`src/verilog/cca_pkg.sv`:
```
// Package for the carry chain adder slice: constants and carried types
package cca_pkg;
  // ---------------------------------------------------------------
  // Geometry and reset values
  // ---------------------------------------------------------------
  localparam int CELLS_PER_GROUP = 10;
  localparam int DEF_WIDTH = 16;
  localparam int GROUP_PARITY_STEP = 2;
  localparam logic REG_RESET_VAL = 1'h0;

  // Output source select for one of the two cell outputs
  typedef enum logic [1:0] {
    CCA_SRC_LUT = 2'h1,
    CCA_SRC_REG = 2'h2
  } cca_src_e;

  // Per-slice configuration carried as one bundle
  typedef struct packed {
    logic use_reg;
    logic accumulate;
    cca_src_e out_a_src;
    cca_src_e out_b_src;
  } cca_cfg_s;
endpackage

```
`src/verilog/cca_slice.sv`:
```
// Ripple-carry adder slice of n+1 logic cells with optional accumulator registers
`timescale 1ns/1ps

// How it works
// [RL1] Carry in from lower cell feeds lookup logic and the onward carry path.
// [RL2] An n-bit adder uses n+1 cells; the extra one takes the final carry.
// [RL3] Sum bit comes from both operand bits plus the incoming carry.
// [RL4] Register is selectable: bypass gives a plain adder, use gives an accumulator.
// [RL5] Top carry enters the extra cell and leaves as an ordinary output.
// [RL6] Two outputs per cell, each independently from lookup result or register.
// [RL7] A cell may drive registered and unregistered lookup results together; here lut_comb is also a registered copy (comb_reg).
// [RL8] Inside a cell group the carry links positions one to ten in order.
// [RL9] Chains over ten cells jump to the next group of equal parity.
// [RL10] Carry out is the majority of both operands and carry in.
module cca_slice #(
  parameter int WIDTH = cca_pkg::DEF_WIDTH
) (
  // Clock, reset, enable
  input wire logic core_clk,
  input wire logic srst,
  input wire logic clk_en,
  // Configuration
  input wire cca_pkg::cca_cfg_s cfg,
  // Operands from routing
  input wire logic [WIDTH-1:0] op_a,
  input wire logic [WIDTH-1:0] op_b,
  input wire logic carry_in,
  // Results to routing, two per cell
  output logic [WIDTH:0] out_a,
  output logic [WIDTH:0] out_b,
  // Registered copy of the lookup result and the held register value at once
  output logic [WIDTH:0] lut_comb,
  output logic [WIDTH:0] lut_q,
  // Group index of each cell, for placement checks
  output logic [WIDTH:0][7:0] cell_group
);
  // ---------------------------------------------------------------
  // Helper functions
  // ---------------------------------------------------------------
  function automatic logic maj3(input logic x, input logic y, input logic z);
    maj3 = (x & y) | (x & z) | (y & z);
  endfunction

  // Group of a cell: odd/even groups chain by skipping alternate groups
  function automatic logic [7:0] group_of(input int idx);
    int seg;
    seg = idx / cca_pkg::CELLS_PER_GROUP;
    group_of = 8'((seg / 2) * 4 + (seg % 2) * cca_pkg::GROUP_PARITY_STEP);
  endfunction

  // ---------------------------------------------------------------
  // Combinational carry chain and lookup results
  // ---------------------------------------------------------------
  logic [WIDTH:0] carry;
  logic [WIDTH:0] lut_res;
  logic [WIDTH-1:0] a_eff;
  logic [WIDTH:0] q_reg;
  logic [WIDTH:0] q_next;
  logic [WIDTH:0] out_a_next;
  logic [WIDTH:0] out_b_next;
  logic [WIDTH:0] comb_reg;

  // Ripple, one cell after another in fixed order
  always_comb begin
    // Accumulate feeds the held sum back as operand a
    a_eff = cfg.accumulate ? q_reg[WIDTH-1:0] : op_a;
    carry[0] = carry_in;
    for (int i = 0; i < WIDTH; i++) begin
      lut_res[i] = a_eff[i] ^ op_b[i] ^ carry[i]; // see RL3, see RL1
      carry[i+1] = maj3(a_eff[i], op_b[i], carry[i]); // see RL10, see RL8, see RL1
    end
    // Extra cell passes the final carry onto routing
    lut_res[WIDTH] = carry[WIDTH]; // see RL2, see RL5
  end

  // Register stage and output steering
  always_comb begin
    q_next = q_reg;
    if (clk_en && cfg.use_reg) begin
      q_next = lut_res; // see RL4
    end
    for (int i = 0; i <= WIDTH; i++) begin
      // Register source shows the held value only when the register is in use
      out_a_next[i] = (cfg.out_a_src == cca_pkg::CCA_SRC_REG && cfg.use_reg) ?
                      q_next[i] : lut_res[i]; // see RL6
      out_b_next[i] = (cfg.out_b_src == cca_pkg::CCA_SRC_REG && cfg.use_reg) ?
                      q_next[i] : lut_res[i]; // see RL6
    end
  end

  // All outputs registered; outputs lag the lookup by one cycle
  always_ff @(posedge core_clk) begin
    if (srst) begin
      q_reg <= {(WIDTH+1){cca_pkg::REG_RESET_VAL}};
      out_a <= '0;
      out_b <= '0;
      comb_reg <= '0;
    end else if (clk_en) begin
      q_reg <= q_next;
      out_a <= out_a_next;
      out_b <= out_b_next;
      comb_reg <= lut_res;
    end
  end

  // Registered lookup copy and held register value side by side
  always_comb begin
    lut_comb = comb_reg; // see RL7
    lut_q = q_reg; // see RL7
  end

  // Placement map is a constant; reset loads it so it is never unknown
  logic [WIDTH:0][7:0] cell_group_next;

  always_comb begin
    for (int i = 0; i <= WIDTH; i++) begin
      cell_group_next[i] = group_of(i); // see RL9
    end
  end

  // Frozen by the enable like all other state
  always_ff @(posedge core_clk) begin
    if (srst || clk_en) begin
      cell_group <= cell_group_next; // see RL8
    end
  end

  // ---------------------------------------------------------------
  // Assertions
  // ---------------------------------------------------------------
  a_sum_bit0: assert property (@(posedge core_clk) disable iff (srst) // see RL3
    clk_en |=> lut_comb[0] == $past(a_eff[0] ^ op_b[0] ^ carry_in))
    else $error("sum bit 0 wrong");
  a_carry_maj: assert property (@(posedge core_clk) disable iff (srst) // see RL10
    carry[1] == ((a_eff[0] & op_b[0]) | (carry_in & (a_eff[0] ^ op_b[0]))))
    else $error("carry majority wrong");
  a_top_carry: assert property (@(posedge core_clk) disable iff (srst) // see RL5
    clk_en |=> lut_comb[WIDTH] ==
      $past(({1'b0, a_eff} + {1'b0, op_b} + (WIDTH+1)'(carry_in)) >> WIDTH))
    else $error("final carry cell wrong");
  a_reg_hold: assert property (@(posedge core_clk) disable iff (srst) // see RL4
    !cfg.use_reg |=> $stable(q_reg) || !$past(clk_en) || $past(cfg.use_reg))
    else $error("register changed while bypassed");
  a_reg_capture: assert property (@(posedge core_clk) disable iff (srst) // see RL4
    (clk_en && cfg.use_reg) |=> q_reg == $past(lut_res))
    else $error("register did not capture sum");
  a_out_lut: assert property (@(posedge core_clk) disable iff (srst) // see RL6
    (clk_en && cfg.out_a_src == cca_pkg::CCA_SRC_LUT) |=> out_a == $past(lut_res))
    else $error("output a not lookup");
  a_both_forms: assert property (@(posedge core_clk) disable iff (srst) // see RL7
    (clk_en && cfg.use_reg) |=> lut_comb == lut_q)
    else $error("forms disagree");
  a_chain_sum: assert property (@(posedge core_clk) disable iff (srst) // see RL1
    lut_res == ({1'b0, a_eff} + {1'b0, op_b} + (WIDTH+1)'(carry_in)))
    else $error("ripple sum wrong");
  a_group_skip: assert property (@(posedge core_clk) disable iff (srst) // see RL9
    ##1 (WIDTH < cca_pkg::CELLS_PER_GROUP ||
         cell_group[cca_pkg::CELLS_PER_GROUP] == 8'(cca_pkg::GROUP_PARITY_STEP)))
    else $error("group skip wrong");
  a_in_group: assert property (@(posedge core_clk) disable iff (srst) // see RL8
    ##1 cell_group[0] == cell_group[cca_pkg::CELLS_PER_GROUP-1] ||
        WIDTH < cca_pkg::CELLS_PER_GROUP)
    else $error("group order wrong");


  // ---------------------------------------------------------------
  // Per-bit arithmetic checks
  // ---------------------------------------------------------------
  a_sum_top: assert property (@(posedge core_clk) disable iff (srst) // see RL3
    clk_en |=> lut_comb[WIDTH-1] == $past(a_eff[WIDTH-1] ^ op_b[WIDTH-1] ^ carry[WIDTH-1]))
    else $error("top sum bit wrong");
  a_carry_top: assert property (@(posedge core_clk) disable iff (srst) // see RL10
    carry[WIDTH] == ((a_eff[WIDTH-1] & op_b[WIDTH-1]) | (a_eff[WIDTH-1] & carry[WIDTH-1]) |
                     (op_b[WIDTH-1] & carry[WIDTH-1])))
    else $error("top carry majority wrong");
  a_top_out_a: assert property (@(posedge core_clk) disable iff (srst) // see RL5
    clk_en |=> out_a[WIDTH] == $past(carry[WIDTH]))
    else $error("final carry missing on output a");
  a_top_out_b: assert property (@(posedge core_clk) disable iff (srst) // see RL5
    clk_en |=> out_b[WIDTH] == $past(carry[WIDTH]))
    else $error("final carry missing on output b");

  // ---------------------------------------------------------------
  // Register, output and freeze checks
  // ---------------------------------------------------------------
  a_out_b_lut: assert property (@(posedge core_clk) disable iff (srst) // see RL6
    (clk_en && cfg.out_b_src == cca_pkg::CCA_SRC_LUT) |=> out_b == $past(lut_res))
    else $error("output b not lookup");
  a_out_a_reg: assert property (@(posedge core_clk) disable iff (srst) // see RL6
    (clk_en && cfg.use_reg && cfg.out_a_src == cca_pkg::CCA_SRC_REG) |=> out_a == lut_q)
    else $error("output a not register");
  a_out_b_reg: assert property (@(posedge core_clk) disable iff (srst) // see RL6
    (clk_en && cfg.use_reg && cfg.out_b_src == cca_pkg::CCA_SRC_REG) |=> out_b == lut_q)
    else $error("output b not register");
  a_bypass_hold: assert property (@(posedge core_clk) disable iff (srst) // see RL4
    (clk_en && !cfg.use_reg) |=> $stable(q_reg))
    else $error("bypassed register captured");
  a_accum_feed: assert property (@(posedge core_clk) disable iff (srst) // see RL4
    (clk_en && cfg.use_reg && cfg.accumulate) |=>
      lut_q == $past({1'b0, q_reg[WIDTH-1:0]} + {1'b0, op_b} + (WIDTH+1)'(carry_in)))
    else $error("accumulator step wrong");
  a_freeze_out: assert property (@(posedge core_clk) disable iff (srst) // see RL6
    !clk_en |=> $stable(out_a) && $stable(out_b) && $stable(lut_comb))
    else $error("outputs moved while disabled");
  a_freeze_state: assert property (@(posedge core_clk) disable iff (srst) // see RL4
    !clk_en |=> $stable(q_reg) && $stable(cell_group))
    else $error("state moved while disabled");

  // ---------------------------------------------------------------
  // Reset and placement checks
  // ---------------------------------------------------------------
  a_reset_clear: assert property (@(posedge core_clk) // see RL4
    $fell(srst) |-> (out_a == '0 && out_b == '0 && lut_comb == '0 && lut_q == '0))
    else $error("results not cleared by reset");
  a_group_fixed: assert property (@(posedge core_clk) disable iff (srst) // see RL8
    ##1 $stable(cell_group))
    else $error("placement map changed");

  // ---------------------------------------------------------------
  // Coverage of the main scenarios
  // ---------------------------------------------------------------
  c_accum: cover property (@(posedge core_clk) cfg.accumulate && cfg.use_reg && clk_en);
  c_overflow: cover property (@(posedge core_clk) carry[WIDTH] && clk_en);
  c_packed: cover property (@(posedge core_clk) cfg.out_a_src != cfg.out_b_src);
  c_bypass: cover property (@(posedge core_clk) clk_en && !cfg.use_reg && !srst);
  c_freeze: cover property (@(posedge core_clk) !clk_en && !srst);
endmodule

```
`config.mk`:
```
export PLATFORM = sky130hd
export DESIGN_NAME = cca_slice
export DESIGN_NICKNAME = d
export VERILOG_FILES = /design/src/verilog/cca_pkg.sv /design/src/verilog/cca_slice.sv
export SDC_FILE = /design/constraint.sdc
export NUM_CORES = 1
export LEC_CHECK = 0
export BUFFER_PORTS_ARGS = -buffer_cell sky130_fd_sc_hd__buf_2
export CORE_MARGIN = 2
export CORE_UTILIZATION = 44
export DETAILED_ROUTE_END_ITERATION = 7
export PLACE_DENSITY = 0.89
export SYNTH_ARGS = -nofsm -noshare
export SYNTH_HDL_FRONTEND = slang
export SYNTH_SLANG_ARGS = --single-unit
export TNS_END_PERCENT = 100
```
`constraint.sdc`:
```
create_clock -name core_clk -period 10 [get_ports core_clk]
set_clock_uncertainty 0.1 [all_clocks]
set_input_delay 2.5 -clock core_clk [delete_from_list [all_inputs] [get_ports core_clk]]
set_output_delay 2.5 -clock core_clk [all_outputs]
set_load 0.005 [all_outputs]
```
# Yosys cells after proc, flatten, opt, wreduce, memory -nomap -nowiden
# Index checks and enable logic that the tools add are counted.
[op_classes] n_addsub=0 mul=0 div_mod_pow=0 order_cmp=0 eq_ne=2 shifts=0 muxes=36 bitwise=112 reduce_logical=3
[ops] operator="1-bit AND" count=48
[ops] operator="1-bit two-way mux" count=34
[ops] operator="1-bit OR" count=32
[ops] operator="1-bit XOR" count=32
[ops] operator="17-bit two-way mux" count=1
[ops] operator="16-bit two-way mux" count=1
[ops] operator="2-bit == test (second input constant)" count=2
[ops] operator="1-bit logical AND" count=3
[totals] register_bits=68 latch_bits=0 ramBits=0 romBits=0 in_bits=42 out_inout_bits=204 wordCells=157 n_memories=0

# Logic depth before layout (Yosys ltp)
[logic_depth] ltp_word=51 depth_mapped=23 depth_no_buf=21

# Least setup slack after synthesis
# Ideal clock, no wire load.
[synth_timing] kind="in2reg" startpoint="input cfg[4] in the netlist's numbering" endpoint="register comb_reg[15] (netlist: lut_comb[15])" setup_time_ns=0.058 arrival_time_ns=9.254 t_required_ns=9.842 setup_slack_ns=0.588 path_stages=23 n_path_buf=2 path_cell_list="buf_6 buf_6 mux2i_1 fa_1 inv_1 fa_1 fa_1 fa_1 fa_1 fa_1 fa_1 fa_1 fa_1 fa_1 fa_1 fa_1 fa_1 fa_1 fa_1 inv_1 fa_1 a21oi_2 o21a_1"
[synth_between] elab_chain_len=47 elab_cells_between_ends=77 cone_classes="1 x mux; 76 x bitwise"
[synth_rtl] item="start: declaration" line_no="cca_slice.sv:23" source="input wire cca_pkg::cca_cfg_s cfg,"
[synth_rtl] item="16-bit two-way mux *" line_no="cca_slice.sv:66" source="a_eff = cfg.accumulate ? q_reg[WIDTH-1:0] : op_a;"
[synth_rtl] item="1-bit AND" line_no="cca_slice.sv:41" source="maj3 = (x & y) | (x & z) | (y & z);"
[synth_rtl] item="1-bit OR (2 in a row)" line_no="cca_slice.sv:41"
[synth_rtl] item="1-bit AND" line_no="cca_slice.sv:41"
[synth_rtl] item="1-bit OR (2 in a row)" line_no="cca_slice.sv:41"
[synth_rtl] item="1-bit AND" line_no="cca_slice.sv:41"
[synth_rtl] item="1-bit OR (2 in a row)" line_no="cca_slice.sv:41"
[synth_rtl] item="1-bit AND" line_no="cca_slice.sv:41"
[synth_rtl] item="(+24 left out)"
[synth_rtl] item="1-bit OR (2 in a row)" line_no="cca_slice.sv:41"
[synth_rtl] item="1-bit AND" line_no="cca_slice.sv:41"
[synth_rtl] item="1-bit OR (2 in a row)" line_no="cca_slice.sv:41"
[synth_rtl] item="1-bit AND" line_no="cca_slice.sv:41"
[synth_rtl] item="1-bit OR (2 in a row)" line_no="cca_slice.sv:41"
[synth_rtl] item="1-bit AND" line_no="cca_slice.sv:41"
[synth_rtl] item="1-bit OR (2 in a row)" line_no="cca_slice.sv:41"
[synth_rtl] item="1-bit XOR *" line_no="cca_slice.sv:69" source="lut_res[i] = a_eff[i] ^ op_b[i] ^ carry[i];"
[synth_rtl] item="end signal: assignment" line_no="cca_slice.sv:102" source="comb_reg <= lut_res;"
[synth_rtl] item="end: declaration" line_no="cca_slice.sv:61" source="logic [WIDTH:0] comb_reg;"
# Mark *: on every way between the ends. The rest lies on a longest branch, timed or not.
# A chain may end at the register's enable or synchronous reset.

# Final worst setup path
[layout_timing] startpoint="input cfg[4] in the netlist's numbering" endpoint="register out_b[15]"
[layout_between] elab_chain_len=49 elab_cells_between_ends=79 cone_classes="3 x mux; 76 x bitwise"
[layout_rtl] item="16-bit two-way mux *" line_no="cca_slice.sv:66"
[layout_rtl] item="1-bit AND" line_no="cca_slice.sv:41"
[layout_rtl] item="1-bit OR (2 in a row)" line_no="cca_slice.sv:41"
[layout_rtl] item="1-bit AND" line_no="cca_slice.sv:41"
[layout_rtl] item="1-bit OR (2 in a row)" line_no="cca_slice.sv:41"
[layout_rtl] item="1-bit AND" line_no="cca_slice.sv:41"
[layout_rtl] item="1-bit OR (2 in a row)" line_no="cca_slice.sv:41"
[layout_rtl] item="1-bit AND" line_no="cca_slice.sv:41"
[layout_rtl] item="(+27 left out)"
[layout_rtl] item="1-bit OR (2 in a row)" line_no="cca_slice.sv:41"
[layout_rtl] item="1-bit AND" line_no="cca_slice.sv:41"
[layout_rtl] item="1-bit OR (2 in a row)" line_no="cca_slice.sv:41"
[layout_rtl] item="1-bit AND" line_no="cca_slice.sv:41"
[layout_rtl] item="1-bit OR (2 in a row)" line_no="cca_slice.sv:41"
[layout_rtl] item="1-bit XOR *" line_no="cca_slice.sv:69"
[layout_rtl] item="17-bit two-way mux" line_no="cca_slice.sv:79" source="if (clk_en && cfg.use_reg) begin"
[layout_rtl] item="1-bit two-way mux *" line_no="cca_slice.sv:86" source="out_b_next[i] = (cfg.out_b_src == cca_pkg::CCA_SRC_REG && cfg.use_reg) ?"
[layout_rtl] item="end signal: assignment" line_no="cca_slice.sv:101" source="out_b <= out_b_next;"
[layout_rtl] item="end: declaration" line_no="cca_slice.sv:30" source="output logic [WIDTH:0] out_b,"
# Marked as above.

==> metrics.md <==
| Metric | Value |
|---|---|
| CTS sink cnt | 68 |
| Crit Path Max Fanout | 7 |
| Commonest non-fill, non-tap cell in the layout | conb_1 |
| Core area | 9150 µm² |
| DRC viols | 0 |
| Full die area | around 10000 µm² |
| Clock transition at path regs | approximately 0.080 ns |
| CP dominant cell by count | fa_1 |
| Ports | 246 |
| P_int | 0.486 mW |
| I/O Buffers | 105 |
| Final TNS setup | 0 ns |
| Setup Crit Path Kind | input port to flop |
| Status | finished clean |
| Sequential Area | around 1400 µm² |
| Wirelength per Cell | 12.8 µm |
| Maximum VDD drop | 0.0000615 V |
| Placed Area | 4120 µm² |
| # resized after CTS | 0 |
| Syn avg cell area | 9.71 µm² |
| Max frequency | 0.105 GHz |
| RSZ-0062 raised after global routing | no |
| Post-route minimum period | about 9.5 ns |
| Yosys warns | 0 |
| Post-route ant nets | 0 |
| Hold Path Depth | 1 |
| Ant diodes | 0 |
| Clock Power Share | 0.317 |
| CP Cell Sequence | buf_2 > mux2i_1 > fa_1 > inv_1 > fa_1 > fa_1 > fa_1 > fa_1 > fa_1 > fa_1 > fa_1 > fa_1 > fa_1 > fa_1 > fa_1 > fa_1 > fa_1 > fa_1 > inv_1 > fa_1 > a21oi_2 > o21a_1 |
| Worst hold start | out_a[15] |
| Slew margin rel. | 0.386 |
| GRT overflow | 0 |
| Drt first pass iters | 5 |
| Sequential Power Share | 0.451 |
| Switch Pwr | approximately 0.21 mW |
| Vias | between 2000 and 3000 |
| Largest area contributor in the netlist | dfxtp_1 |
| CP endpoint kind | flop |
| Comb power frac | 0.232 |
| Reg2reg path depth | 21 |
| R2r endpoint | out_b[15] |
| Critical Path Source | cfg[4] |
| Mapped cell area | 4130 µm² |
| Layout Area Growth over Synthesis | 4.55% |
| Largest net degree at the start of global routing | 101 |
| HPWL Detailed | roughly 6000 µm |
| Sequential area share after synthesis | 0.330 |
| Hold Path Sink | out_a[15] |
| Worst Tran Pin Value | 0.921 ns |
| Total CTS buffers | 9 |
| DR iter-0 viols | 91 |
| Final hold vios | 0 |
| Post-CTS setup buffer count | 0 |
| Most frequent cells in the layout | conb_1, buf_2, dfxtp_1 |
| Area of the multi-input gates | 2050 µm² |
| Finish-stage setup viols | 0 |
| Root cell of the clock tree | clkbuf_8 |
| Crit start category | input port |
| Final Cycle Share | 0.953 |
| CTS Buffer Depth | 2 |
| Power density over cell area | 162 nW/µm² |
| Routed vias/inst | between 4 and 5 |
| Placer Congestion | 0.780 |
| First-pass GRT wire length | 12200 µm |
| Worst-skew pair later-pin latency | 0.34 ns |
| CP peak stage delay | 0.44 ns |
| FF-to-FF setup slack | 2.57 ns |
| Final wirelength | 8140 µm |
| WP data arrival | ~9.7 ns |
| Starting density of the core | 0.451 |
| CP delay by family, top | adder cells |
| Reg2reg start | lut_q[0] |
| Fillers | 894 |
| Number of global-route vias before repair | between 2000 and 2500 |
| Row count | 35 |
| Sw Share | 0.306 |
| Post-synth cell types | 24 |
| TritonCTS clock tree | built |
| Leak | 2.13 nW |
| Crit-path slowest cell | fa_1 |
| Initial antenna violation count | 0 |
| Number of H-tree levels | 3 |
| Post-Synthesis Cells | 425 |
| Max-cap viol count | 0 |
| Worst EP required | 10.18 ns |
| Min-Delay Path Class | flop to flop |
| Worst Path Buf+Inv | 3 |
| Register bit total from synthesis | 68 |
| Yosys top cell area share | 0.330 |
| Die width | about 100 µm |
| Synth top area cells | dfxtp_1, buf_4, fa_1, nand2b_1, a21oi_1 |
| Slew Viols, Final | 0 |
| Die Ht | 101 µm |
| Total track usage | 0.157 |
| Final nets | 577 |
| Hold-fix buffers, CTS | 0 |
| Layout cell share with drive strength beyond 1 | 0.313 |
| Final Instance Area | around 4300 µm² |
[power by group through the flow]
stage | Combinational [mW] | Clock, mW | Sequential [mW]
final | 0.163 | 0.222 | 0.316
after global routing | 0.182 | 0.244 | 0.319
after CTS | 0.163 | 0.232 | 0.316
after detailed placement | 0.163 | 0 | 0.322
after global placement | 0.157 | 0 | 0.320
after floorplan | 0.138 | 0 | 0.323
[flip-flops by register name, indices dropped and copies added, names as in the netlist]
signal    count
lut_comb     17
lut_q        17
out_b        17
out_a        17
[cell usage after synthesis]
cell,count
nand3_2,10
a21bo_1,10
o21a_1,9
inv_1,5
and2_1,1
mux2_4,4
buf_2,10
conb_1,2
nand3_1,4
clkbuf_1,1
fa_1,16
a21bo_2,4
buf_8,1
buf_4,139
nand2_1,14
mux2_2,10
mux2i_1,2
buf_1,1
a21oi_2,13
a211oi_1,3
nand2b_1,42
buf_6,7
a21oi_1,49
dfxtp_1,68
[final cells by class]
| cell class | count | share of cell area |
|---|---|---|
| repair buffers | 108 | 0.127 |
| inverters | 5 | 0.00435 |
| flip-flops and latches | 68 | 0.316 |
| well taps | 111 | 0.0322 |
| clock buffers | 10 | 0.0296 |
| clock inverters | 6 | 0.0151 |
| multi-input cells | 327 | 0.476 |
[kinds of logic (layout without fill, tap and decap cells)]
logic type / after synthesis / after routing / synth area share
buf+inv: 164 / 129 / 0.294
compound gates: 88 / 88 / 0.143
flops: 68 / 68 / 0.330
fa+ha+maj: 16 / 16 / 0.0776
simple gates: 71 / 71 / 0.107
mux: 16 / 16 / 0.0467
other cells: 2 / 136 / 0.00182
[through the flow]
step           hold WS, ns  std cells  utilization  setup WS [ns]  power, mW
6_report             0.351        635        0.471          0.470      0.700
5_1_grt              0.373        635        0.471          0.256      0.746
4_1_cts              0.355        635        0.471          0.480      0.711
3_5_place_dp         0.335        619        0.450          0.119      0.485
3_3_place_gp         0.335        619        0.450          0.258      0.477
2_1_floorplan        0.351        559            -          0.588      0.461
[worst max-delay path by stage]
stage / endpoint / slack (ns) / depth (start not counted)
final: out_b[15] / 0.47 / 22
after global routing: lut_comb[15] / 0.26 / 22
after CTS: out_b[15] / 0.48 / 22
after detailed placement: out_b[15] / 0.12 / 22
after global placement: lut_comb[15] / 0.26 / 22
after floorplan: lut_comb[15] / 0.59 / 23
[worst register-to-register path, stage by stage, from the launching register on]
cell	delay [ns]
dfxtp_1	0.33
mux2i_1	0.18
fa_1	0.20
inv_1	0.05
fa_1	0.43
fa_1	0.41
fa_1	0.42
fa_1	0.42
fa_1	0.39
fa_1	0.41
fa_1	0.40
fa_1	0.40
fa_1	0.40
fa_1	0.39
fa_1	0.41
fa_1	0.40
fa_1	0.40
fa_1	0.39
inv_1	0.08
fa_1	0.44
a21oi_2	0.19
o21a_1	0.14
[layer usage]
layer / global-route usage / part of all wire / vias to the layer above
li1: - / - / 1292
met5: 0 / 0 / -
met3: 0.0548 / 0.069 / 10
met4: 0.0421 / 0.013 / 0
met2: 0.249 / 0.48 / 139
met1: 0.203 / 0.43 / 1265
(Power assumes the default switching activity.)
